$ cat config.mk
export PLATFORM = sky130hd
export DESIGN_NAME = mba_config_regs
export DESIGN_NICKNAME = d
export VERILOG_FILES = /design/src/mba_pkg.sv /design/src/mba_interval_timer.sv /design/src/mba_config_regs.sv
export VERILOG_INCLUDE_DIRS = /design/src
export SDC_FILE = /design/constraint.sdc
export NUM_CORES = 1
export LEC_CHECK = 0
export ABC_AREA = 1
export ABC_CLOCK_PERIOD_IN_PS = 3400
export BUFFER_PORTS_ARGS = -buffer_cell sky130_fd_sc_hd__buf_2
export CAP_MARGIN = 10
export CELL_PAD_IN_SITES_DETAIL_PLACEMENT = 0
export CELL_PAD_IN_SITES_GLOBAL_PLACEMENT = 1
export CORE_MARGIN = 10
export CORE_UTILIZATION = 41
export CTS_BUF_LIST = sky130_fd_sc_hd__clkbuf_16
export DETAILED_ROUTE_END_ITERATION = 10
export GPL_ROUTABILITY_DRIVEN = 0
export PLACE_DENSITY_LB_ADDON = 0.3
export SYNTH_ARGS = -nofsm -noshare
export SYNTH_HDL_FRONTEND = slang
export SYNTH_SLANG_ARGS = --single-unit
$ cat constraint.sdc
create_clock -name clock_i -period 3.4 [get_ports clock_i]
set_clock_uncertainty 0.15 [all_clocks]
set_input_delay 0.17 -clock clock_i [delete_from_list [all_inputs] [get_ports clock_i]]
set_output_delay 0.17 -clock clock_i [all_outputs]
set_load 0.02 [all_outputs]
$ cat src/mba_defs.svh
// Register offsets, field positions, reset values and timing counts.
`ifndef MBA_DEFS_SVH
`define MBA_DEFS_SVH

// Register offsets
`define MBA_OFS_BIAS 8'h19
`define MBA_OFS_LEVEL 8'h1a
`define MBA_OFS_MAXG 8'h1b
`define MBA_OFS_NOISE 8'h1c

// Reset values
`define MBA_RST_BIAS 8'h00
`define MBA_RST_LEVEL 8'h00
`define MBA_RST_MAXG 8'hfe
`define MBA_RST_NOISE 8'h00

// Field positions
`define MBA_BIAS_LVL 7:6
`define MBA_DMIC_SEL 5:4
`define MBA_BIAS_WR 7:4
`define MBA_AGC_EN 7
`define MBA_TARGET 6:4
`define MBA_ATTACK 3:2
`define MBA_DECAY 1:0
`define MBA_MAXG 7:1
`define MBA_HYST 7:6
`define MBA_THRESH 5:1
`define MBA_CLIP 0

// Field codes
`define MBA_DMIC_RESVD 2'h3
`define MBA_HYST_OFF 2'h3
`define MBA_MAXG_LIMIT 7'h76
`define MBA_MAXG_SAT 7'h77
`define MBA_THRESH_BASE 7'h1c

// Timing: one millisecond time base at a 10 MHz clock
`define MBA_TICK_MS 1
`define MBA_CLK_KHZ 10000

`endif

$ cat src/mba_pkg.sv
// Types shared by the record-path configuration block.
package mba_pkg;

    // Bias output level, one-hot
    typedef enum logic [3:0] {
        MBA_BIAS_OFF = 4'b0001,
        MBA_BIAS_2V0 = 4'b0010,
        MBA_BIAS_2V5 = 4'b0100,
        MBA_BIAS_SUPPLY = 4'b1000
    } mba_bias_t;

    // Interval timer state
    typedef enum logic [1:0] {
        MBA_TMR_IDLE = 2'b01,
        MBA_TMR_RUN = 2'b10
    } mba_tmr_state_t;

endpackage : mba_pkg

$ cat src/mba_interval_timer.sv
// Millisecond interval timer giving one step pulse per programmed period, or per halved period at double rate.
`timescale 1ns/100ps
module mba_interval_timer
    import mba_pkg::*;
(
    // Clock and reset
    input wire logic clock_i,
    input wire logic resetn_i,
    // Control
    input wire logic tick_i,
    input wire logic run_i,
    input wire logic double_rate_audio_i,
    input wire logic [8:0] period_ms_i,
    // Result
    output logic step_o
);

    mba_tmr_state_t state_q;
    logic [8:0] count_q;
    logic [8:0] limit;

    // Double rate halves the period count on the same time base, so periods halve
    assign limit = double_rate_audio_i ? {1'b0, period_ms_i[8:1]} : period_ms_i;

    always_ff @(posedge clock_i or negedge resetn_i) begin
        if (!resetn_i) begin
            state_q <= MBA_TMR_IDLE;
            count_q <= 9'h000;
            step_o <= 1'b0;
        end else begin
            step_o <= 1'b0;
            case (state_q)
                MBA_TMR_IDLE: begin
                    count_q <= 9'h000;
                    if (run_i) begin
                        state_q <= MBA_TMR_RUN;
                    end
                end
                MBA_TMR_RUN: begin
                    if (!run_i) begin
                        state_q <= MBA_TMR_IDLE;
                    end else if (tick_i) begin
                        // Period change takes effect at the next wrap or earlier
                        if (count_q + 9'h001 >= limit) begin
                            count_q <= 9'h000;
                            step_o <= 1'b1;
                        end else begin
                            count_q <= count_q + 9'h001;
                        end
                    end
                end
                default: begin
                    state_q <= MBA_TMR_IDLE;
                end
            endcase
        end
    end

endmodule // mba_interval_timer

$ cat src/mba_config_regs.sv
// Mic bias and left gain-control configuration registers with field decode.
`timescale 1ns/100ps
`include "mba_defs.svh"
module mba_config_regs
    import mba_pkg::*;
#(
    parameter int unsigned TICK_CYCLES = `MBA_TICK_MS * `MBA_CLK_KHZ
) (
    // Clock and reset
    input wire logic clock_i,
    input wire logic resetn_i,
    // Register port
    input wire logic reg_wr_i,
    input wire logic reg_rd_i,
    input wire logic [7:0] reg_addr_i,
    input wire logic [7:0] reg_wdata_i,
    output logic [7:0] reg_rdata_o,
    output logic reg_rvalid_o,
    output logic reg_hit_o,
    // Mode inputs
    input wire logic dmic_enable_i,
    input wire logic double_rate_audio_i,
    // Bias control
    output mba_bias_t mic_bias_output_o,
    output logic left_dmic_o,
    output logic right_dmic_o,
    // Left gain-control settings
    output logic agc_enable_o,
    output logic [7:0] target_atten_tenth_db_o,
    output logic [4:0] attack_ms_o,
    output logic [8:0] decay_ms_o,
    output logic attack_step_o,
    output logic decay_step_o,
    output logic [6:0] max_gain_half_db_o,
    output logic hyst_enable_o,
    output logic [1:0] hyst_db_o,
    output logic noise_detect_en_o,
    output logic [6:0] noise_thresh_db_o,
    output logic clip_step_en_o
);

    // Register storage
    logic [3:0] bias_q;
    logic [7:0] level_q;
    logic [7:0] maxg_q;
    logic [7:0] noise_q;

    // Time base
    logic [13:0] tick_cnt_q;
    logic tick_q;

    // Decoded fields
    logic [1:0] bias_lvl;
    logic [1:0] dmic_sel;
    logic [6:0] maxg_code;
    logic [4:0] thresh_code;
    logic [8:0] attack_period;

    // Address decode, shared by the write and read paths
    function automatic logic [3:0] addr_decode(input logic [7:0] addr);
        logic [3:0] hit;
        hit = 4'h0;
        case (addr)
            `MBA_OFS_BIAS: hit = 4'b0001;
            `MBA_OFS_LEVEL: hit = 4'b0010;
            `MBA_OFS_MAXG: hit = 4'b0100;
            `MBA_OFS_NOISE: hit = 4'b1000;
            default: hit = 4'h0;
        endcase
        return hit;
    endfunction

    // Attack code to milliseconds
    function automatic logic [4:0] attack_ms(input logic [1:0] code);
        logic [4:0] ms;
        ms = 5'h08;
        case (code)
            2'h0: ms = 5'h08;
            2'h1: ms = 5'h0b;
            2'h2: ms = 5'h10;
            2'h3: ms = 5'h14;
            default: ms = 5'h08;
        endcase
        return ms;
    endfunction

    // Decay code to milliseconds
    function automatic logic [8:0] decay_ms(input logic [1:0] code);
        logic [8:0] ms;
        ms = 9'h064;
        case (code)
            2'h0: ms = 9'h064;
            2'h1: ms = 9'h0c8;
            2'h2: ms = 9'h190;
            2'h3: ms = 9'h1f4;
            default: ms = 9'h064;
        endcase
        return ms;
    endfunction

    // Target code to attenuation in tenths of a dB
    function automatic logic [7:0] target_tenths(input logic [2:0] code);
        logic [7:0] t;
        t = 8'h37;
        case (code)
            3'h0: t = 8'h37;
            3'h1: t = 8'h50;
            3'h2: t = 8'h64;
            3'h3: t = 8'h78;
            3'h4: t = 8'h8c;
            3'h5: t = 8'haa;
            3'h6: t = 8'hc8;
            3'h7: t = 8'hf0;
            default: t = 8'h37;
        endcase
        return t;
    endfunction

    logic [3:0] wr_hit;
    logic [3:0] rd_hit;

    assign wr_hit = reg_wr_i ? addr_decode(reg_addr_i) : 4'h0;
    assign rd_hit = addr_decode(reg_addr_i);
    assign reg_hit_o = |rd_hit;

    // Bias register; only the upper nibble holds state
    always_ff @(posedge clock_i or negedge resetn_i) begin
        if (!resetn_i) begin
            bias_q <= 4'(`MBA_RST_BIAS >> 4);
        end else if (wr_hit[0]) begin
            bias_q[3:2] <= reg_wdata_i[`MBA_BIAS_LVL];
            // Reserved routing code is dropped so the routing stays defined
            if (reg_wdata_i[`MBA_DMIC_SEL] != `MBA_DMIC_RESVD) begin
                bias_q[1:0] <= reg_wdata_i[`MBA_DMIC_SEL];
            end
        end
    end

    // Gain-control register A
    always_ff @(posedge clock_i or negedge resetn_i) begin
        if (!resetn_i) begin
            level_q <= `MBA_RST_LEVEL;
        end else if (wr_hit[1]) begin
            level_q <= reg_wdata_i;
        end
    end

    // Gain-control register B; bit 0 is kept as written
    always_ff @(posedge clock_i or negedge resetn_i) begin
        if (!resetn_i) begin
            maxg_q <= `MBA_RST_MAXG;
        end else if (wr_hit[2]) begin
            maxg_q <= reg_wdata_i;
        end
    end

    // Gain-control register C
    always_ff @(posedge clock_i or negedge resetn_i) begin
        if (!resetn_i) begin
            noise_q <= `MBA_RST_NOISE;
        end else if (wr_hit[3]) begin
            noise_q <= reg_wdata_i;
        end
    end

    // Read data, one cycle after the strobe
    always_ff @(posedge clock_i or negedge resetn_i) begin
        if (!resetn_i) begin
            reg_rdata_o <= 8'h00;
            reg_rvalid_o <= 1'b0;
        end else begin
            reg_rvalid_o <= reg_rd_i;
            if (reg_rd_i) begin
                case (rd_hit)
                    // Reserved low bits read as zero
                    4'b0001: reg_rdata_o <= {bias_q, 4'h0};
                    4'b0010: reg_rdata_o <= level_q;
                    4'b0100: reg_rdata_o <= maxg_q;
                    4'b1000: reg_rdata_o <= noise_q;
                    default: reg_rdata_o <= 8'h00;
                endcase
            end
        end
    end

    // Bias level decode
    assign bias_lvl = bias_q[3:2];

    always_comb begin
        case (bias_lvl)
            2'h0: mic_bias_output_o = MBA_BIAS_OFF;
            2'h1: mic_bias_output_o = MBA_BIAS_2V0;
            2'h2: mic_bias_output_o = MBA_BIAS_2V5;
            2'h3: mic_bias_output_o = MBA_BIAS_SUPPLY;
            default: mic_bias_output_o = MBA_BIAS_OFF;
        endcase
    end

    // Digital mic routing, only while digital mics are enabled
    assign dmic_sel = bias_q[1:0];

    always_comb begin
        left_dmic_o = 1'b0;
        right_dmic_o = 1'b0;
        if (dmic_enable_i) begin
            case (dmic_sel)
                2'h0: begin
                    left_dmic_o = 1'b1;
                    right_dmic_o = 1'b1;
                end
                2'h1: left_dmic_o = 1'b1;
                2'h2: right_dmic_o = 1'b1;
                default: begin
                    left_dmic_o = 1'b0;
                    right_dmic_o = 1'b0;
                end
            endcase
        end
    end

    // Level and timing decode
    assign agc_enable_o = level_q[`MBA_AGC_EN];
    assign target_atten_tenth_db_o = target_tenths(level_q[`MBA_TARGET]);
    assign attack_ms_o = attack_ms(level_q[`MBA_ATTACK]);
    assign decay_ms_o = decay_ms(level_q[`MBA_DECAY]);
    assign attack_period = {4'h0, attack_ms_o};

    // Maximum gain, clamped above the last linear code
    assign maxg_code = maxg_q[`MBA_MAXG];
    assign max_gain_half_db_o = (maxg_code > `MBA_MAXG_LIMIT) ? `MBA_MAXG_SAT
        : maxg_code;

    // Noise gate
    assign hyst_enable_o = noise_q[`MBA_HYST] != `MBA_HYST_OFF;
    assign hyst_db_o = hyst_enable_o ? noise_q[7:6] + 2'h1 : 2'h0;
    assign thresh_code = noise_q[`MBA_THRESH];
    assign noise_detect_en_o = thresh_code != 5'h00;
    // Threshold magnitude is 28 + 2 * code dB
    assign noise_thresh_db_o = noise_detect_en_o
        ? `MBA_THRESH_BASE + {1'b0, thresh_code, 1'b0} : 7'h00;
    assign clip_step_en_o = noise_q[`MBA_CLIP];

    // Millisecond enable pulse from the system clock
    always_ff @(posedge clock_i or negedge resetn_i) begin
        if (!resetn_i) begin
            tick_cnt_q <= 14'h0000;
            tick_q <= 1'b0;
        end else if (tick_cnt_q >= 14'(TICK_CYCLES - 1)) begin
            tick_cnt_q <= 14'h0000;
            tick_q <= 1'b1;
        end else begin
            tick_cnt_q <= tick_cnt_q + 14'h0001;
            tick_q <= 1'b0;
        end
    end

    // Step timers pace the gain loop; they idle while gain control is off
    mba_interval_timer u_attack_timer (
        .clock_i(clock_i),
        .resetn_i(resetn_i),
        .tick_i(tick_q),
        .run_i(agc_enable_o),
        .double_rate_audio_i(double_rate_audio_i),
        .period_ms_i(attack_period),
        .step_o(attack_step_o)
    );

    mba_interval_timer u_decay_timer (
        .clock_i(clock_i),
        .resetn_i(resetn_i),
        .tick_i(tick_q),
        .run_i(agc_enable_o),
        .double_rate_audio_i(double_rate_audio_i),
        .period_ms_i(decay_ms_o),
        .step_o(decay_step_o)
    );

endmodule // mba_config_regs

After elaboration in Yosys (flattened, before gate mapping). Memory sizes are Yosys's and may differ from the RTL's. Cells that the tools add are included.

Eq/ne operators: 33. Add/sub/neg operators: 5. Multiplexer cells: 37. $lt $le $gt $ge: 4. Reduce and logical (&&, ||, !) cells: 15.

Operators by type and width (number): $mux W9 (7); $pmux W9 S2 (2); $pmux W9 S4 (1); $eq A8 B5 Y1 const B (4); $pmux W4 S4 (2); $pmux W8 S4 (1); $ne A2 B2 Y1 const B (10); $pmux W5 S4 (1); $add A9 B1 Y9 const B (2); $eq A2 B2 Y1 const B (9); $ge A9 B9 Y1 (2); $add A14 B1 Y14 const B (1); $ge A14 B14 Y1 const B (1); $mux W14 (1); $mux W7 (2); $mux W1 (13); $eq A2 B1 Y1 const B (6); $logic_not A2 Y1 (4); $pmux W2 S2 (2); $add A5 B6 Y7 const A (1); $gt A7 B7 Y1 const B (1); $mux W2 (3); $reduce_and A2 Y1 (3); $reduce_and A3 Y1 (2); other kinds (11) (13).

Memory bits (read-only): 64. Memories kept: 1. Flip-flop bits (word level): 76. Bits of input ports: 22. Output and inout bits: 60. Logic and storage cells: 110.

Memory list: (no name shown) (words 8, bits a word 8, read ports 1, clocked after Yosys merged registers in 0, write ports 0, RTL line mba_config_regs.sv:105) `case (code)`.

Logic depth before layout (Yosys ltp).
Word-level depth: 8. Depth in mapped cells: 14. Gate-level depth less buffers: 14.

Cells and area by module. Synthesis repeated with hierarchy kept, for this count alone.

Cells, all modules: 715. Area, all modules: 5213.8 µm².

Modules (own cells, without submodules): mba_config_regs (area each 3104.2 µm², times used 1, cells an instance 393, sequential area each 1310.0 µm²); mba_interval_timer (area each 1054.8 µm², times used 2, cells an instance 161, sequential area each 301.5 µm²).

Least setup slack after synthesis. Ideal clock, no wire load.

Path kind: reg-to-reg. From: reg u_decay_timer.count_q[0]. To: reg u_decay_timer.count_q[0]. Data required time: 3.184 ns. Buffers on the path: 0. Arrival time: 2.165 ns. Path slack: 1.019 ns. Setup time: 0.066 ns. Period minus slack after synthesis: 2.381 ns. Cell stages (with the launch flop): 15. Path through: dfrtp_1 ha_1 inv_1 nor2_1 nand3_1 xor2_1 inv_1 ha_1 nand2_1 nand2_1 a21oi_1 nand3_1 nor2_1 nand3_1 nand2_1.

Cells in the longest elaborated chain, start to end: 6.

Ends and longest elaborated chain: start, declared (RTL line mba_interval_timer.sv:19) `logic [8:0] count_q;`; start signal, assigned (RTL line mba_interval_timer.sv:48) `count_q <= count_q + 9'h001;`; $add A9 B1 Y9 (*) (RTL line mba_interval_timer.sv:44, mba_interval_timer.sv:48); $ge A9 B9 Y1 (RTL line mba_interval_timer.sv:44) `if (count_q + 9'h001 >= limit) begin`; $mux W9 (*) (RTL line mba_interval_timer.sv:44); $mux W9 (*) (RTL line mba_interval_timer.sv:42) `end else if (tick_i) begin`; $mux W9 (*) (RTL line mba_interval_timer.sv:40) `if (!run_i) begin`; $pmux W9 S2 (*) (RTL line mba_interval_timer.sv:32) `case (state_q)`.

Every way passes the cells marked *; elsewhere a longest branch is shown, timed or not. The select of a mux whose other input is x is not followed. A chain may end at the register's enable or synchronous reset.

Worst setup path after layout.
From: reg u_decay_timer.count_q[0]. To: reg u_decay_timer.count_q[1].

The elaborated chain is that of the path after synthesis.

==> flow_metrics.py <==
metrics = {
    "finish": {
        "fin_cells": 833,
        "final_nets": 733,
        "drive_above_1_share": 0.176,
        "layout_commonest_cell": "nand2_1",
        "n_antenna_cell": 0,
        "area_delta_synth_final_pct": 20.3,
        "layout_common_cells": "nand2_1, inv_1, buf_2",
        "stdcell_area_um2": 5480,
    },
    "floorplanning": {
        "die_h_um": 125,
        "core-area_um2": 10800,
        "num_rows": 38,
        "die_width_um": 125,
        "initial_core_util": 0.420,
        "io_pins": 82,
        "dieArea_um2": 15700,
    },
    "synthesis": {
        "synth_fa_ha_area_frac": 0.0631,
        "synth_compound_area_frac": 0.0829,
        "muxShareOfSynthArea": 0,
        "avgSynthCellArea_um2": 7.56,
        "yosys_warnings": 0,
        "synth-simple-area-share": 0.300,
        "ys_ff_latch": 76,
        "yosys.area_share.xor_xnor": 0.0327,
        "synthCells": 603,
        "seq_area_frac_synth": 0.420,
        "synth_top_family_by_area": "simple AND/OR/NAND/NOR gates",
        "syn-cell-area_um2": 4560,
        "ys_types": 34,
    },
    "routing": {
        "wl_um": 11400,
        "drc": 0,
        "drt_iter0_markers": 262,
        "drt-pass1-iter-count": 5,
        "via_per_inst": 4.84,
        "dr_total_vias": 4029,
        "avgRoutedWirePerCell_um": 13.7,
        "antenna_left": 0,
    },
    "sta": {
        "slew_headroom": 0.368,
        "period_share": 0.837,
        "fmax_mhz": 351,
        "fin_crit_ns": 2.85,
        "finalHoldViolations": 0,
        "setup_ws_ns": 0.553,
        "fin_setup_tns_ns": 0,
        "drv_slew": 0,
        "rsz0062_at_grt": "no",
        "setup_viol": 0,
        "tightestPinTransition_ns": 0.949,
    },
    "global_routing": {
        "gr-total-overflow": 0,
        "grt_usage": 0.145,
        "first_global_vias": 4022,
        "grt_pass1_wl_um": 19300,
        "grt_start_max_net_pins": 77,
        "antenna_found_initial": 0,
    },
    "outcome": {
        "status": "completed",
    },
    "placement": {
        "dp_hpwl_um": 8780,
        "io_buffers": 78,
        "placed_cells": 807,
        "post_dp_cell_area_um2": 5030,
        "dp_slack_ns": 0.578,
    },
    "clocking": {
        "cts_root_buffer": "clkbuf_16",
        "numCtsBuffers": 9,
        "clock_sinks": 76,
        "h-tree-depth": 3,
        "postCtsResizedCells": 0,
        "cts_tree": "yes",
        "worstSkewPairLatency_ns": 0.32,
        "cts.clk_slew.worst_paths_ns": 0.06,
        "cts_max_path_buffers": 2,
    },
    "critical_path": {
        "critPathKind": "reg -> reg",
        "crit_path_end_kind": "flop",
        "path_max_fanout": 10,
        "worstPathRequired_ns": 3.51,
        "arrival_ns": 2.96,
        "cp-start-kind": "flop",
    },
    "power_and_ir_drop": {
        "sequentialPowerShare": 0.394,
        "cellLeakagePower_nw": 2.97,
        "p_per_area_nw_per_um2": 466,
        "power.share.clock": 0.448,
        "switching_share": 0.266,
        "pwr-share-comb": 0.158,
        "switchingPower_mw": 0.681,
        "p_int_mw": 1.87,
        "total_power_mw": 2.56,
        "peakVddDrop_mv": 0.209,
    },
    "flow_run": {
        "drv_cap": 0,
    },
    "worst_hold_path": {
        "hold_class": "in -> reg",
    },
}
==> what timing repair did <==
item | 4_1_cts | 5_1_grt
hold buffers | 10 | 0
hold endpoints to repair | 91 | 0
setup buffers | 0 | 0
==> power by group through the flow <==
stage | logic [mW] | registers, mW | clock network [mW]
6_report | 0.403 | 1.01 | 1.15
5_1_grt | 0.462 | 1.01 | 1.20
4_1_cts | 0.411 | 1.01 | 1.16
3_5_place_dp | 0.399 | 1.02 | 0
3_3_place_gp | 0.390 | 1.02 | 0
2_1_floorplan | 0.267 | 1.01 | 0
==> kinds of logic after synthesis <==
logic type,count (synthesis)
xor gates and xnor gates,17
other,1
AOI/OAI and AO/OA,71
DFF,76
buffers and inverters,108
adders and majority gates,23
and+or+nand+nor,307
==> area by class of cell <==
cell class,count,area [µm²]
fillers,1050,5360
multi-input cells,421,2190
flip-flops and latches,76,1910
repair buffers,90,508
inverters,90,338
clock buffers,9,225
well taps,140,175
clock inverters,7,131
==> registers in the layout, indices dropped and copies added, names as in the netlist <==
| register | cells |
|---|---|
| u_attack_timer.count_q | 9 |
| u_attack_timer.step_o | 1 |
| reg_rvalid_o | 1 |
| level_q | 8 |
| u_decay_timer.step_o | 1 |
| maxg_q | 8 |
| u_decay_timer.state_q | 2 |
| u_attack_timer.state_q | 2 |
| bias_q | 4 |
| reg_rdata_o | 8 |
| noise_q | 8 |
| tick_q | 1 |
| u_decay_timer.count_q | 9 |
| tick_cnt_q | 14 |
==> metrics by stage <==
stage,hold slack [ns],utilization
global placement,0.240,0.464
finish,0.199,0.506
detailed placement,0.231,0.464
floorplan,-0.276,-
CTS,0.189,0.506
global route,0.242,0.506
==> cells in the mapped netlist <==
master / count / area share
dfrtp_1: 67 / 0.37
nand2_1: 157 / 0.13
a21oi_1: 19 / 0.021
xor2_1: 12 / 0.023
a31oi_1: 1 / 0.0014
nor3_1: 6 / 0.0066
inv_1: 88 / 0.072
o31ai_1: 1 / 0.0016
conb_1: 1 / 0.00082
nor2_2: 1 / 0.0014
nor2_1: 65 / 0.054
o21ai_0: 34 / 0.037
buf_6: 3 / 0.0074
clkbuf_1: 5 / 0.0041
or2_2: 2 / 0.0027
nor2_8: 1 / 0.0044
nor3_2: 2 / 0.0044
clkinv_1: 1 / 0.00082
o21ai_1: 10 / 0.011
inv_2: 1 / 0.00082
nor3_4: 3 / 0.011
o21ai_2: 3 / 0.0058
nand2_4: 1 / 0.0025
nand3_1: 52 / 0.057
o21bai_1: 3 / 0.0049
xnor2_1: 5 / 0.0096
nand2_2: 3 / 0.0041
nand4_1: 9 / 0.012
buf_2: 2 / 0.0022
nor2_4: 3 / 0.0074
buf_4: 8 / 0.013
dfstp_2: 9 / 0.052
nand3b_1: 2 / 0.0033
ha_1: 23 / 0.063
==> worst paths after layout <==
kind / startpoint / endpoint / slack [ns] / cells past startpoint
worst max-delay path: u_decay_timer.count_q[0] / u_decay_timer.count_q[1] / 0.55 / 13
worst min-delay path: reg_addr_i[1] / noise_q[6] / 0.20 / 5
worst max register to register: u_decay_timer.count_q[0] / u_decay_timer.count_q[1] / 0.55 / 13
worst min register to register: reg_rdata_o[2] / reg_rdata_o[2] / 0.34 / 2
max in group asynchronous: resetn_i / tick_q / 2.10 / 2
min in group asynchronous: resetn_i / u_decay_timer.count_q[5] / 0.37 / 2
==> worst max-delay path, stage by stage, from the launching register on <==
cell and delay (ns):
dfrtp_1 0.36, ha_1 0.18, inv_1 0.04, nor2_1 0.20, nand4_1 0.14, xnor2_1 0.22, ha_1 0.27, nand2_1 0.09
inv_1 0.07, a21oi_1 0.19, nand3_1 0.10, nor2_1 0.52, nand3_1 0.15, nand2_1 0.10
==> layer usage <==
layer  share of wire  up-vias  global-route usage
met2            0.46      101               0.235
met1            0.47     1838               0.185
met3           0.056       13              0.0401
li1                -     2077                   -
met4           0.011        0              0.0400
met5               0        -                   0
No activity file was read; power rests on OpenSTA's default activity.
